--- src/inc/prs_pkg.sv ---
// Constants and types shared by the register synchronizer and its delay engine
package prs_pkg;

   // ---------------------------------------------------------------
   // Bus geometry
   // ---------------------------------------------------------------
   localparam int unsigned DATA_W = 32;
   localparam int unsigned ADDR_W = 6;
   localparam int unsigned BE_W = 4;

   // ---------------------------------------------------------------
   // Register byte offsets
   // ---------------------------------------------------------------
   localparam logic [ADDR_W-1:0] OFF_CTRL = 6'h00;
   localparam logic [ADDR_W-1:0] OFF_STATUS = 6'h04;
   localparam logic [ADDR_W-1:0] OFF_READ_REQUEST_REGISTER = 6'h08;
   localparam logic [ADDR_W-1:0] OFF_SCRATCH = 6'h0c;
   localparam logic [ADDR_W-1:0] OFF_CORECFG = 6'h10;
   localparam logic [ADDR_W-1:0] OFF_COUNT = 6'h14;

   // ---------------------------------------------------------------
   // Field positions and reset values
   // ---------------------------------------------------------------
   localparam int unsigned CTRL_SOFT_RESET_BIT_BIT = 0;
   localparam int unsigned CTRL_ENABLE_BIT = 1;
   localparam int unsigned STATUS_BUSY_BIT = 0;
   localparam int unsigned RRQ_ADDR_W = 8;
   localparam int unsigned RRQ_CONT_BIT = 14;
   localparam int unsigned RRQ_TRIG_BIT = 15;
   localparam logic [DATA_W-1:0] RST_WORD = 32'h0000_0000;

   // ---------------------------------------------------------------
   // Synchronization delay
   // ---------------------------------------------------------------
   localparam int unsigned BUS_PERIOD_NS = 100;
   localparam int unsigned CORE_PERIOD_NS = 100;
   localparam int unsigned SYNC_CORE_PERIODS = 5;
   localparam int unsigned SYNC_BUS_PERIODS = 2;
   localparam int unsigned SYNC_MIN_NS =
      SYNC_CORE_PERIODS * CORE_PERIOD_NS + SYNC_BUS_PERIODS * BUS_PERIOD_NS;
   // Strictly above the lower bound, hence one cycle past the quotient
   localparam int unsigned SYNC_CYCLES = SYNC_MIN_NS / BUS_PERIOD_NS + 1;
   localparam int unsigned SYNC_CNT_W = 5;

   // ---------------------------------------------------------------
   // Operation kinds and bus states
   // ---------------------------------------------------------------
   typedef enum logic [2:0] {OP_WRITE, OP_ENABLE, OP_SOFT_RESET_BIT, OP_RREAD, OP_READ_REQUEST_TRIGGER} sync_op_t;
   typedef enum logic [1:0] {BUS_IDLE, BUS_WAIT, BUS_ACK} bus_state_t;

endpackage : prs_pkg

--- src/inc/sync_if.sv ---
// Handshake between the register front end and the shared delay engine
`timescale 1ns/1ps
interface sync_if;
   logic start;
   logic abort;
   logic run;
   logic busy;
   logic done;

   modport ctrl (output start, output abort, output run, input busy, input done);
   modport eng (input start, input abort, input run, output busy, output done);
endinterface : sync_if

--- src/logic/sync_engine.sv ---
// Shared crossing delay engine: one transfer at a time, paused while the core clock is off
`timescale 1ns/1ps
module sync_engine
   import prs_pkg::*;
#(
   parameter int unsigned SYNC_LEN = SYNC_CYCLES
) (
   // Clock and reset
   input wire logic clk,
   input wire logic rst_b,
   // Front end handshake
   sync_if.eng sif
);

   logic [SYNC_CNT_W-1:0] cnt_q;
   logic [SYNC_CNT_W-1:0] cnt_d;
   logic busy_q;
   logic busy_d;
   logic done_q;
   logic done_d;

   // Count the crossing down; abort drops it at once
   always_comb begin
      cnt_d = cnt_q;
      busy_d = busy_q;
      done_d = 1'b0;
      if (sif.abort) begin
         busy_d = 1'b0;
         cnt_d = '0;
      end else if (sif.start) begin
         busy_d = 1'b1;
         // done pulse is the last of the SYNC_LEN crossing cycles
         cnt_d = SYNC_CNT_W'(SYNC_LEN - 1);
      end else if (busy_q && sif.run) begin
         if (cnt_q <= SYNC_CNT_W'(1)) begin
            busy_d = 1'b0;
            done_d = 1'b1;
         end
         cnt_d = cnt_q - SYNC_CNT_W'(1);
      end
   end

   // State registers
   always_ff @(posedge clk or negedge rst_b) begin
      if (!rst_b) begin
         cnt_q <= '0;
         busy_q <= 1'b0;
         done_q <= 1'b0;
      end else begin
         cnt_q <= cnt_d;
         busy_q <= busy_d;
         done_q <= done_d;
      end
   end

   assign sif.busy = busy_q;
   assign sif.done = done_q;

endmodule : sync_engine

--- src/logic/peripheral_register_synchronizer.sv ---
// Peripheral register front end with one shared bus-to-core synchronizer
`timescale 1ns/1ps
module peripheral_register_synchronizer
   import prs_pkg::*;
#(
   parameter int unsigned SYNC_LEN = SYNC_CYCLES
) (
   // Clock and reset
   input wire logic sys_clk,
   input wire logic rst_b,
   // Avalon-MM slave
   input wire logic [ADDR_W-1:0] avs_address,
   input wire logic avs_read,
   input wire logic avs_write,
   input wire logic [DATA_W-1:0] avs_writedata,
   input wire logic [BE_W-1:0] avs_byteenable,
   output logic [DATA_W-1:0] avs_readdata,
   output logic avs_waitrequest,
   // Core side
   input wire logic coreClkRun,
   output logic coreEnable,
   output logic syncInProgress
);

   // ---------------------------------------------------------------
   // State
   // ---------------------------------------------------------------
   bus_state_t busState_q;
   bus_state_t busState_d;
   sync_op_t opKind_q;
   sync_op_t opKind_d;
   logic waitReq_q;
   logic waitReq_d;
   logic [DATA_W-1:0] readData_q;
   logic [DATA_W-1:0] readData_d;
   logic ctrlEnable_q;
   logic ctrlEnable_d;
   logic ctrlSwrst_q;
   logic ctrlSwrst_d;
   logic status_q;
   logic status_d;
   logic [RRQ_ADDR_W-1:0] rreqAddr_q;
   logic [RRQ_ADDR_W-1:0] rreqAddr_d;
   logic rreqCont_q;
   logic rreqCont_d;
   logic rreqValid_q;
   logic rreqValid_d;
   logic repeat_q;
   logic repeat_d;
   logic [DATA_W-1:0] snap_q;
   logic [DATA_W-1:0] snap_d;
   logic [DATA_W-1:0] scratch_q;
   logic [DATA_W-1:0] scratch_d;
   logic [DATA_W-1:0] coreCfg_q;
   logic [DATA_W-1:0] coreCfg_d;
   logic [DATA_W-1:0] coreCount_q;
   logic [DATA_W-1:0] coreCount_d;
   logic coreEnable_q;
   logic coreEnable_d;
   logic [ADDR_W-1:0] opAddr_q;
   logic [ADDR_W-1:0] opAddr_d;
   logic [DATA_W-1:0] pend_q;
   logic [DATA_W-1:0] pend_d;

   // ---------------------------------------------------------------
   // Shared synchronizer
   // ---------------------------------------------------------------
   sync_if sif ();

   sync_engine #(
      .SYNC_LEN(SYNC_LEN)
   ) u_engine (
      .clk(sys_clk),
      .rst_b(rst_b),
      .sif(sif)
   );

   // ---------------------------------------------------------------
   // Access decode
   // ---------------------------------------------------------------
   logic [DATA_W-1:0] beMask;
   logic [DATA_W-1:0] curWord;
   logic [DATA_W-1:0] mrgWord;
   logic engineFree;
   logic hardBusy;
   logic holdAll;
   logic rreqRun;
   logic rreqHit;
   logic [DATA_W-1:0] rreqSrc;

   // Byte lanes, current readback and merged write word
   always_comb begin
      beMask = {{8{avs_byteenable[3]}}, {8{avs_byteenable[2]}},
                {8{avs_byteenable[1]}}, {8{avs_byteenable[0]}}};
      curWord = RST_WORD;
      unique case (avs_address)
         OFF_CTRL: begin
            curWord[CTRL_ENABLE_BIT] = ctrlEnable_q;
            curWord[CTRL_SOFT_RESET_BIT_BIT] = ctrlSwrst_q;
         end
         OFF_STATUS: curWord[STATUS_BUSY_BIT] = status_q;
         OFF_READ_REQUEST_REGISTER: begin
            curWord[RRQ_ADDR_W-1:0] = rreqAddr_q;
            curWord[RRQ_CONT_BIT] = rreqCont_q;
         end
         OFF_SCRATCH: curWord = scratch_q;
         OFF_CORECFG: curWord = coreCfg_q;
         OFF_COUNT: curWord = snap_q;
         default: curWord = RST_WORD;
      endcase
      mrgWord = (curWord & ~beMask) | (avs_writedata & beMask);
   end

   // Engine occupancy classes; done cycle counts as taken to avoid a race
   // with a continuous restart
   assign engineFree = !sif.busy && !sif.done;
   assign rreqRun = sif.busy && (opKind_q == OP_READ_REQUEST_TRIGGER);
   assign hardBusy = (sif.busy || sif.done) && (opKind_q != OP_READ_REQUEST_TRIGGER);
   assign holdAll = (sif.busy || sif.done) && (opKind_q == OP_ENABLE || opKind_q == OP_SOFT_RESET_BIT);

   // request address compared as byte offset
   assign rreqHit = rreqValid_q && (rreqAddr_q == RRQ_ADDR_W'(OFF_COUNT));

   // Value that a read request captures
   always_comb begin
      if (rreqAddr_q == RRQ_ADDR_W'(OFF_COUNT)) begin
         rreqSrc = coreCount_q;
      end else if (rreqAddr_q == RRQ_ADDR_W'(OFF_CORECFG)) begin
         rreqSrc = coreCfg_q;
      end else begin
         rreqSrc = RST_WORD;
      end
   end

   // ---------------------------------------------------------------
   // Next state
   // ---------------------------------------------------------------
   // Core updates only land when a crossing completes, so the core value
   // never sees a half-written word even though both sides share a clock
   always_comb begin
      busState_d = busState_q;
      opKind_d = opKind_q;
      waitReq_d = waitReq_q;
      readData_d = readData_q;
      ctrlEnable_d = ctrlEnable_q;
      ctrlSwrst_d = ctrlSwrst_q;
      status_d = status_q;
      rreqAddr_d = rreqAddr_q;
      rreqCont_d = rreqCont_q;
      rreqValid_d = rreqValid_q;
      repeat_d = repeat_q;
      snap_d = snap_q;
      scratch_d = scratch_q;
      coreCfg_d = coreCfg_q;
      coreCount_d = coreCount_q;
      coreEnable_d = coreEnable_q;
      opAddr_d = opAddr_q;
      pend_d = pend_q;
      sif.start = 1'b0;
      sif.abort = 1'b0;
      // engine idles while the core clock is stopped
      sif.run = coreClkRun;

      // Core counter advances only with the core clock running
      if (coreEnable_q && coreClkRun) begin
         coreCount_d = coreCount_q + DATA_W'(1);
      end

      // Completion of the crossing in flight
      if (sif.done) begin
         unique case (opKind_q)
            OP_WRITE: begin
               if (opAddr_q == OFF_CORECFG) begin
                  coreCfg_d = pend_q;
               end else begin
                  coreCount_d = pend_q;
               end
               status_d = 1'b0;
            end
            OP_ENABLE: begin
               coreEnable_d = pend_q[CTRL_ENABLE_BIT];
               status_d = 1'b0;
            end
            OP_SOFT_RESET_BIT: begin
               // reset lands, bit and flag cleared
               coreEnable_d = 1'b0;
               coreCfg_d = RST_WORD;
               coreCount_d = RST_WORD;
               ctrlEnable_d = 1'b0;
               ctrlSwrst_d = 1'b0;
               scratch_d = RST_WORD;
               rreqAddr_d = '0;
               rreqCont_d = 1'b0;
               rreqValid_d = 1'b0;
               snap_d = RST_WORD;
               status_d = 1'b0;
            end
            OP_RREAD: begin
               snap_d = coreCount_q;
            end
            OP_READ_REQUEST_TRIGGER: begin
               snap_d = rreqSrc;
               rreqValid_d = 1'b1;
               status_d = 1'b0;
               if (rreqCont_q) begin
                  sif.start = 1'b1;
                  repeat_d = 1'b1;
               end
            end
         endcase
      end

      unique case (busState_q)
         BUS_IDLE: begin
            if (avs_write) begin
               // enable or reset sync holds every write
               if (holdAll) begin
                  busState_d = BUS_IDLE;
               end else if (avs_address == OFF_CTRL ||
                            avs_address == OFF_CORECFG ||
                            avs_address == OFF_COUNT ||
                            (avs_address == OFF_READ_REQUEST_REGISTER &&
                             (mrgWord[RRQ_TRIG_BIT] || mrgWord[RRQ_CONT_BIT]))) begin
                  if (rreqRun) begin
                     // another sync stops the read request
                     sif.abort = 1'b1;
                     rreqCont_d = 1'b0;
                     rreqValid_d = 1'b0;
                     status_d = 1'b0;
                  end else if (engineFree) begin
                     sif.start = 1'b1;
                     repeat_d = 1'b0;
                     opAddr_d = avs_address;
                     pend_d = mrgWord;
                     rreqValid_d = 1'b0;
                     rreqCont_d = 1'b0;
                     status_d = 1'b1;
                     if (avs_address == OFF_CTRL) begin
                        ctrlEnable_d = mrgWord[CTRL_ENABLE_BIT];
                        if (mrgWord[CTRL_SOFT_RESET_BIT_BIT]) begin
                           // soft reset reads one at once
                           ctrlSwrst_d = 1'b1;
                           opKind_d = OP_SOFT_RESET_BIT;
                        end else begin
                           opKind_d = OP_ENABLE;
                        end
                     end else if (avs_address == OFF_READ_REQUEST_REGISTER) begin
                        opKind_d = OP_READ_REQUEST_TRIGGER;
                        rreqAddr_d = mrgWord[RRQ_ADDR_W-1:0];
                        rreqCont_d = mrgWord[RRQ_CONT_BIT];
                     end else begin
                        opKind_d = OP_WRITE;
                     end
                     waitReq_d = 1'b0;
                     busState_d = BUS_ACK;
                  end
                  // otherwise held; started once engine frees
               end else begin
                  // Bus domain registers take the write directly
                  if (avs_address == OFF_SCRATCH) begin
                     scratch_d = mrgWord;
                  end else if (avs_address == OFF_READ_REQUEST_REGISTER) begin
                     rreqAddr_d = mrgWord[RRQ_ADDR_W-1:0];
                  end
                  waitReq_d = 1'b0;
                  busState_d = BUS_ACK;
               end
            end else if (avs_read) begin
               if (avs_address == OFF_COUNT) begin
                  if (rreqHit && !rreqRun) begin
                     readData_d = snap_q;
                     waitReq_d = 1'b0;
                     busState_d = BUS_ACK;
                  end else if (rreqHit && repeat_q) begin
                     readData_d = snap_q;
                     waitReq_d = 1'b0;
                     busState_d = BUS_ACK;
                  end else if (rreqRun && repeat_q) begin
                     sif.abort = 1'b1;
                     rreqCont_d = 1'b0;
                     rreqValid_d = 1'b0;
                  end else if (engineFree) begin
                     sif.start = 1'b1;
                     opKind_d = OP_RREAD;
                     opAddr_d = avs_address;
                     busState_d = BUS_WAIT;
                  end
                  // first wait for the crossing in flight
               end else if (avs_address == OFF_CORECFG && hardBusy &&
                            opKind_q == OP_WRITE && opAddr_q == OFF_CORECFG) begin
                  busState_d = BUS_IDLE;
               end else begin
                  // static and bus registers answer at once
                  readData_d = curWord;
                  waitReq_d = 1'b0;
                  busState_d = BUS_ACK;
               end
            end
         end
         BUS_WAIT: begin
            // waitrequest stays high through the crossing
            if (sif.done) begin
               readData_d = coreCount_q;
               waitReq_d = 1'b0;
               busState_d = BUS_ACK;
            end
         end
         BUS_ACK: begin
            waitReq_d = 1'b1;
            busState_d = BUS_IDLE;
         end
      endcase
   end

   // ---------------------------------------------------------------
   // Registers
   // ---------------------------------------------------------------
   // All state from one clocked process, waitrequest high out of reset
   always_ff @(posedge sys_clk or negedge rst_b) begin
      if (!rst_b) begin
         busState_q <= BUS_IDLE;
         opKind_q <= OP_WRITE;
         waitReq_q <= 1'b1;
         readData_q <= RST_WORD;
         ctrlEnable_q <= 1'b0;
         ctrlSwrst_q <= 1'b0;
         status_q <= 1'b0;
         rreqAddr_q <= '0;
         rreqCont_q <= 1'b0;
         rreqValid_q <= 1'b0;
         repeat_q <= 1'b0;
         snap_q <= RST_WORD;
         scratch_q <= RST_WORD;
         coreCfg_q <= RST_WORD;
         coreCount_q <= RST_WORD;
         coreEnable_q <= 1'b0;
         opAddr_q <= '0;
         pend_q <= RST_WORD;
      end else begin
         busState_q <= busState_d;
         opKind_q <= opKind_d;
         waitReq_q <= waitReq_d;
         readData_q <= readData_d;
         ctrlEnable_q <= ctrlEnable_d;
         ctrlSwrst_q <= ctrlSwrst_d;
         status_q <= status_d;
         rreqAddr_q <= rreqAddr_d;
         rreqCont_q <= rreqCont_d;
         rreqValid_q <= rreqValid_d;
         repeat_q <= repeat_d;
         snap_q <= snap_d;
         scratch_q <= scratch_d;
         coreCfg_q <= coreCfg_d;
         coreCount_q <= coreCount_d;
         coreEnable_q <= coreEnable_d;
         opAddr_q <= opAddr_d;
         pend_q <= pend_d;
      end
   end

   // ---------------------------------------------------------------
   // Outputs
   // ---------------------------------------------------------------
   // crossing never bypassed even with equal clocks
   assign avs_waitrequest = waitReq_q;
   assign avs_readdata = readData_q;
   assign coreEnable = coreEnable_q;
   assign syncInProgress = status_q;

endmodule : peripheral_register_synchronizer

--- config.mk ---
export PLATFORM = sky130hd
export DESIGN_NAME = peripheral_register_synchronizer
export DESIGN_NICKNAME = d
export VERILOG_FILES = /design/src/inc/prs_pkg.sv /design/src/inc/sync_if.sv /design/src/logic/sync_engine.sv /design/src/logic/peripheral_register_synchronizer.sv
export SDC_FILE = /design/constraint.sdc
export NUM_CORES = 1
export LEC_CHECK = 0
export BUFFER_PORTS_ARGS = -buffer_cell sky130_fd_sc_hd__buf_4
export CORE_MARGIN = 2
export CORE_UTILIZATION = 60
export DETAILED_ROUTE_END_ITERATION = 6
export PLACE_DENSITY = 0.88
export SYNTH_ARGS = -nofsm -noshare
export SYNTH_HDL_FRONTEND = slang
export SYNTH_SLANG_ARGS = --single-unit
--- constraint.sdc ---
create_clock -name sys_clk -period 3.1 [get_ports sys_clk]
set_input_delay 0.62 -clock sys_clk [delete_from_list [all_inputs] [get_ports sys_clk]]
set_output_delay 0.62 -clock sys_clk [all_outputs]
set_load 0.02 [all_outputs]
# == Word level (Yosys, flattened, before mapping) ==
# Cells that the tools add are included.
# Widths: inputs -> output; s select.
# totals
output_inout_bits,35
reg_bits,226
# classes
n_mux,191
bitwise_logic,6
n_reduce_logical,45
n_eq_ne,37
magnitude_cmp,1
add_sub_neg,2
# op_table
cell,n
$mux 32,20
$pmux 32 s2,3
$mux 1,106
$pmux 32 s3,1
$mux 8,11
$and 32x32->32,2
$mux 6,10
$pmux 17 s3,1
$mux 3,13
$add 32x1->32 const B,1
$not 32->32,1
$or 32x32->32,1
$mux 2,14
$pmux 6 s4,1
$eq 6x5->1 const B,3
$pmux 6 s3,1
$reduce_and 6->1,3
$eq 8x5->1 const B,2
$ne 4x4->1 const B,4
$mux 5,3
$ne 5x5->1 const B,3
$logic_and 1x1->1,14
$ne 2x2->1 const B,7
$eq 6x4->1 const B,2
other kinds (31),55

# == Logic depth before layout (Yosys ltp) ==
# logic_depth
ltp_word,13
mapped_depth,10
ltp_nobuf,7

# == By module ==
# Synthesis repeated with hierarchy kept, for this count alone.
# unflattened
hier_cells,1179
hier_area_um2,11409.7
# by_module_without_submodules
module,seq_area_each_um2,cells_each,instances,area_each_um2
peripheral_register_synchronizer,5481.5,1145,1,11031.8
sync_engine,175.2,34,1,377.9

# == Least setup slack after synthesis ==
# Ideal clock, no wire load.
# synth_path
path_type,input to register
start,in avs_address[1]
end,reg rreqAddr_q[0]
slack_ps,387
arrival_ps,2632
stages,8
setup_ps,81
cell_sequence,or4_1 buf_2 or4b_4 o21ai_2 o31a_2 nor2_2 o2111ai_4 mux2i_1
# synth_via
elab_chain_len,12
word_cells_on_any_way,25
cone_classes,eq/ne (5); mux (12); bitwise (2); reduce/logical (6)
# synth_rtl
element,line_no,text
from (decl),peripheral_register_synchronizer.sv:12,"input wire logic [ADDR_W-1:0] avs_address,"
$eq 6x5->1 (tied with other cells),"peripheral_register_synchronizer.sv:96, peripheral_register_synchronizer.sv:221",
$pmux 1 s6,peripheral_register_synchronizer.sv:96,unique case (avs_address)
$and 32x32->32,peripheral_register_synchronizer.sv:111,mrgWord = (curWord & ~beMask) | (avs_writedata & beMask);
$or 32x32->32,peripheral_register_synchronizer.sv:111,
$mux 8,"peripheral_register_synchronizer.sv:247, peripheral_register_synchronizer.sv:262",
$mux 8,peripheral_register_synchronizer.sv:238,if (avs_address == OFF_CTRL) begin
$mux 8,peripheral_register_synchronizer.sv:230,end else if (engineFree) begin
$mux 8,peripheral_register_synchronizer.sv:224,if (rreqRun) begin
$mux 8 *,peripheral_register_synchronizer.sv:219,end else if (avs_address == OFF_CTRL ||
$mux 8 *,peripheral_register_synchronizer.sv:217,if (holdAll) begin
$mux 8 *,peripheral_register_synchronizer.sv:215,if (avs_write) begin
$mux 8 *,peripheral_register_synchronizer.sv:213,unique case (busState_q)
via rreqAddr_d[0],peripheral_register_synchronizer.sv:43,logic [RRQ_ADDR_W-1:0] rreqAddr_d;
to (signal assigned),peripheral_register_synchronizer.sv:347,rreqAddr_q <= rreqAddr_d;
to (decl),peripheral_register_synchronizer.sv:42,logic [RRQ_ADDR_W-1:0] rreqAddr_q;
# Mark *: on every way through the listed nets, which the timed path passes. The rest lies on a longest branch.
# A chain may end at the register's enable or synchronous reset.

# == Worst setup path in the final report ==
# layout_path
start,reg rreqAddr_q[7]
end,reg u_engine.cnt_q[1]
# layout_via
elab_chain_len,11
word_cells_on_any_way,19
cone_classes,eq/ne (1); mux (14); reduce/logical (4)
# layout_rtl
element,line_no,text
$eq 8x5->1 *,peripheral_register_synchronizer.sv:122,assign rreqHit = rreqValid_q && (rreqAddr_q == RRQ_ADDR_W'(OFF_COUNT));
$logic_and 1x1->1 *,peripheral_register_synchronizer.sv:122,
$logic_and 1x1->1,peripheral_register_synchronizer.sv:274,end else if (rreqHit && repeat_q) begin
$mux 1,peripheral_register_synchronizer.sv:274,
$mux 1,peripheral_register_synchronizer.sv:270,if (rreqHit && !rreqRun) begin
$mux 1,peripheral_register_synchronizer.sv:269,if (avs_address == OFF_COUNT) begin
$mux 1,peripheral_register_synchronizer.sv:268,end else if (avs_read) begin
$mux 1,peripheral_register_synchronizer.sv:215,
$mux 1,peripheral_register_synchronizer.sv:213,
$mux 5,sync_engine.sv:30,end else if (sif.start) begin
$mux 5,sync_engine.sv:27,if (sif.abort) begin
to (signal assigned),sync_engine.sv:50,cnt_q <= cnt_d;
to (decl),sync_engine.sv:15,logic [SYNC_CNT_W-1:0] cnt_q;
# Mark *: on every way between the ends. The rest lies on a longest branch, timed or not.

==> results.toml <==
[floorplan]
num_rows = 50
start_util = 0.608
core_area_um2 = 18600
die_h_um = 141
die_area_um2 = 19900
io_pins = 82
dieWidth_um = 141

[final_layout]
syn_to_final_growth_pct = 15.7
drive_gt1_frac = 0.153
n_antenna_cell = 0
nets = 1324
final_util = 0.703
fill_cells = 1357
fin_area_um2 = 13100

[global_routing]
grt_pass1_vias = 9799
busiest_layer = "met2"
gr-usage-met3 = 0.0523
grtUsageMet1 = 0.414
grt_pass1_wl_um = 50500
grt_max_degree = 96
grtUsageTotal = 0.319
grt_util_met2 = 0.535
antenna_found_initial = 0
grt-ovfl-total = 0

[cts]
clkTransAtPathRegs_ps = 60
cts_setup_buffers = 0
cts_root_buffer = "clkbuf_16"
clkLatencyLatePin_ps = 520
htreeDepth = 1
cts_resized = 0
hold_buffers = 0
cts_buffer_depth = 3
clkSinkCount = 226
cts_tree = "built"
cts_made_buffers = 24

[critical_path]
r2r-end = "u_engine.cnt_q[1]"
r2r.worst_path.cells = 8
cp-end-kind = "register"
cp-endpoint = "u_engine.cnt_q[1]"
crit_required_ps = 3500
critPathKind = "reg2reg"
reg2reg_slack_ps = 240
startpoint_type = "register"
critPathArrivalTime_ps = 3270
critPathMaxFanout = 10
crit_start = "rreqAddr_q[7]"
reg2reg_from = "rreqAddr_q[7]"

[drt]
routed_wirelength_um = 31300
ant_nets = 0
drc_errors = 0
post_drt_wl_per_cell_um = 20.6
dr.first_iter.drc_count = 977
drtPass1Iterations = 7
avgViaCountPerCell = 6.37
vias = 9690

[placed_design]
portBuffers = 81
gp_congestion = 0.992
post-dp-hpwl_um = 20400
placed_cell_area_um2 = 12300

[sta]
maxSlewViolCount = 0
worstMarginPinSlew_ps = 757
slew_headroom = 0.495
max_freq_mhz = 349
layout_min_cycle_time_ps = 2860
final.setup.tns_ps = 0
post-route-period-util = 0.924
rsz0062_at_grt = "false"
fin_hold_ws_ps = 137
skew_ps = 16.4
hold_viol = 0
setup_violations = 0

[power_and_ir_drop]
switching_power_mw = 3.12
pwr_density_cell_nw_per_um2 = 713
switching_share = 0.335
max-vdd-ir-drop_mv = 0.490
combPwrFrac = 0.237
power_mw = 9.31
p_seq_frac = 0.448
p_leak_nw = 5.82
internal_power_mw = 6.19
power.share.clock = 0.315

[logic_synthesis]
synth_async_sr_flop_share = 1.00
synth_area_um2 = 11300
syn_area_per_cell_um2 = 9.35
ys_seq_area_frac = 0.501
synthCells = 1208
syn_nets = 1261
synth_seq_cells = 226
synth_cell_types = 71
ys_warn_count = 0
yosys.area.top_type = "dfrtp_1"
synth_ff_type = "dfrtp_1"
synth.most_common_cell = "nand2_1"
synth_top_area_frac = 0.499
synthTopCellsByArea = "dfrtp_1, o21ai_0, nand2_1"
ys_top_cells_by_count = "nand2_1, dfrtp_1, o21ai_0, clkbuf_1, mux2i_1"
synth_edf_count = 0

[hold_path]
hold_path.class = "in2async"

[run_status]
run_status = "complete, no violations"

[job]
cap_violations = 0
## layout by cell type (no fill, tap or decap), types with 3 or more instances in the layout
cell,count
a211oi_1,3
a21o_1,8
a21oi_1,42
a221oi_1,7
a22o_1,45
a22oi_1,40
a31oi_1,6
and2_1,10
and3_1,6
and4_1,4
buf_12,8
buf_4,118
clkbuf_16,25
clkbuf_8,5
clkinv_2,6
dfrtp_1,225
ha_1,5
inv_1,13
mux2_2,4
mux2i_1,63
nand2_1,227
nand3_1,48
nand4_1,9
nor2_1,56
nor2_2,4
nor3_1,11
nor3b_1,3
nor4_1,3
o21ai_0,191
xnor2_1,17
xor2_1,19
## layout make-up
cell class | instances | area [µm²] | area share
Multi-Input combinational cell | 879 | 5190 | 0.398
Sequential cell | 226 | 5660 | 0.433
Tap cell | 234 | 293 | 0.0224
Clock buffer | 32 | 702 | 0.0537
Clock inverter | 10 | 106 | 0.00814
Inverter | 13 | 48.8 | 0.00374
Timing Repair Buffer | 127 | 1060 | 0.0812
## state kept, by name, summed over array words and instances, names as in the netlist, 2 cells and up
| signal | cells |
|---|---|
| avs_readdata | 32 |
| coreCfg_q | 32 |
| coreCount_q | 32 |
| pend_q | 32 |
| scratch_q | 32 |
| snap_q | 32 |
| rreqAddr_q | 8 |
| opAddr_q | 6 |
| u_engine.cnt_q | 5 |
| opKind_q | 3 |
| busState_q | 2 |
## worst max-delay path: stages, from the launching register on
cell,delay (ps)
dfrtp_1,410
nor4b_1,390
buf_4,180
nand2_1,90
o311ai_1,390
nor3b_1,120
o311ai_2,690
nand2_1,220
o21ba_2,250
## kinds of logic (layout without fill, tap and decap cells)
group | Yosys count | in the layout | share of synthesized area
AND/OR/NAND/NOR | 400 | 400 | 0.155
AO/OA/AOI/OAI | 369 | 369 | 0.204
flip-flops | 226 | 226 | 0.501
buffers and inverters | 103 | 182 | 0.0432
multiplexers | 68 | 68 | 0.0622
XOR/XNOR | 36 | 36 | 0.0279
adder cells (fa/ha/maj) | 6 | 6 | 0.00665
## per-stage QoR
stage               cells  setup WS, ps
finish               1521           237
global route         1521          77.1
CTS                  1521           301
detailed placement   1479          99.6
global placement     1479           151
floorplan            1208           387
## power groups by stage
| stage | clock network [mW] | logic (mW) | registers [mW] |
|---|---|---|---|
| 2_1_floorplan | 0 | 1.45 | 4.05 |
| 3_3_place_gp | 0 | 2.06 | 4.16 |
| 3_5_place_dp | 0 | 2.16 | 4.19 |
| 4_1_cts | 2.96 | 2.19 | 4.15 |
| 5_1_grt | 3.08 | 2.44 | 4.24 |
| 6_report | 2.93 | 2.21 | 4.18 |
## per-layer routing
| layer | up-vias | part of all wire |
|---|---|---|
| met5 | - | 0 |
| met4 | 0 | 0.036 |
| met3 | 94 | 0.077 |
| met2 | 492 | 0.49 |
| met1 | 4699 | 0.40 |
| li1 | 4405 | - |
## worst min-delay path by stage
stage | start | end | slack [ps] | cells after the start
2_1_floorplan | rst_b | avs_readdata[0] | 320 | 0
3_3_place_gp | snap_q[0] | snap_q[0] | 460 | 2
3_5_place_dp | opAddr_q[1] | opAddr_q[1] | 470 | 1
4_1_cts | rst_b | avs_readdata[0] | 170 | 1
5_1_grt | rst_b | avs_readdata[25] | 180 | 1
6_report | rst_b | snap_q[28] | 140 | 1
Power figures use the tool's default switching activity.
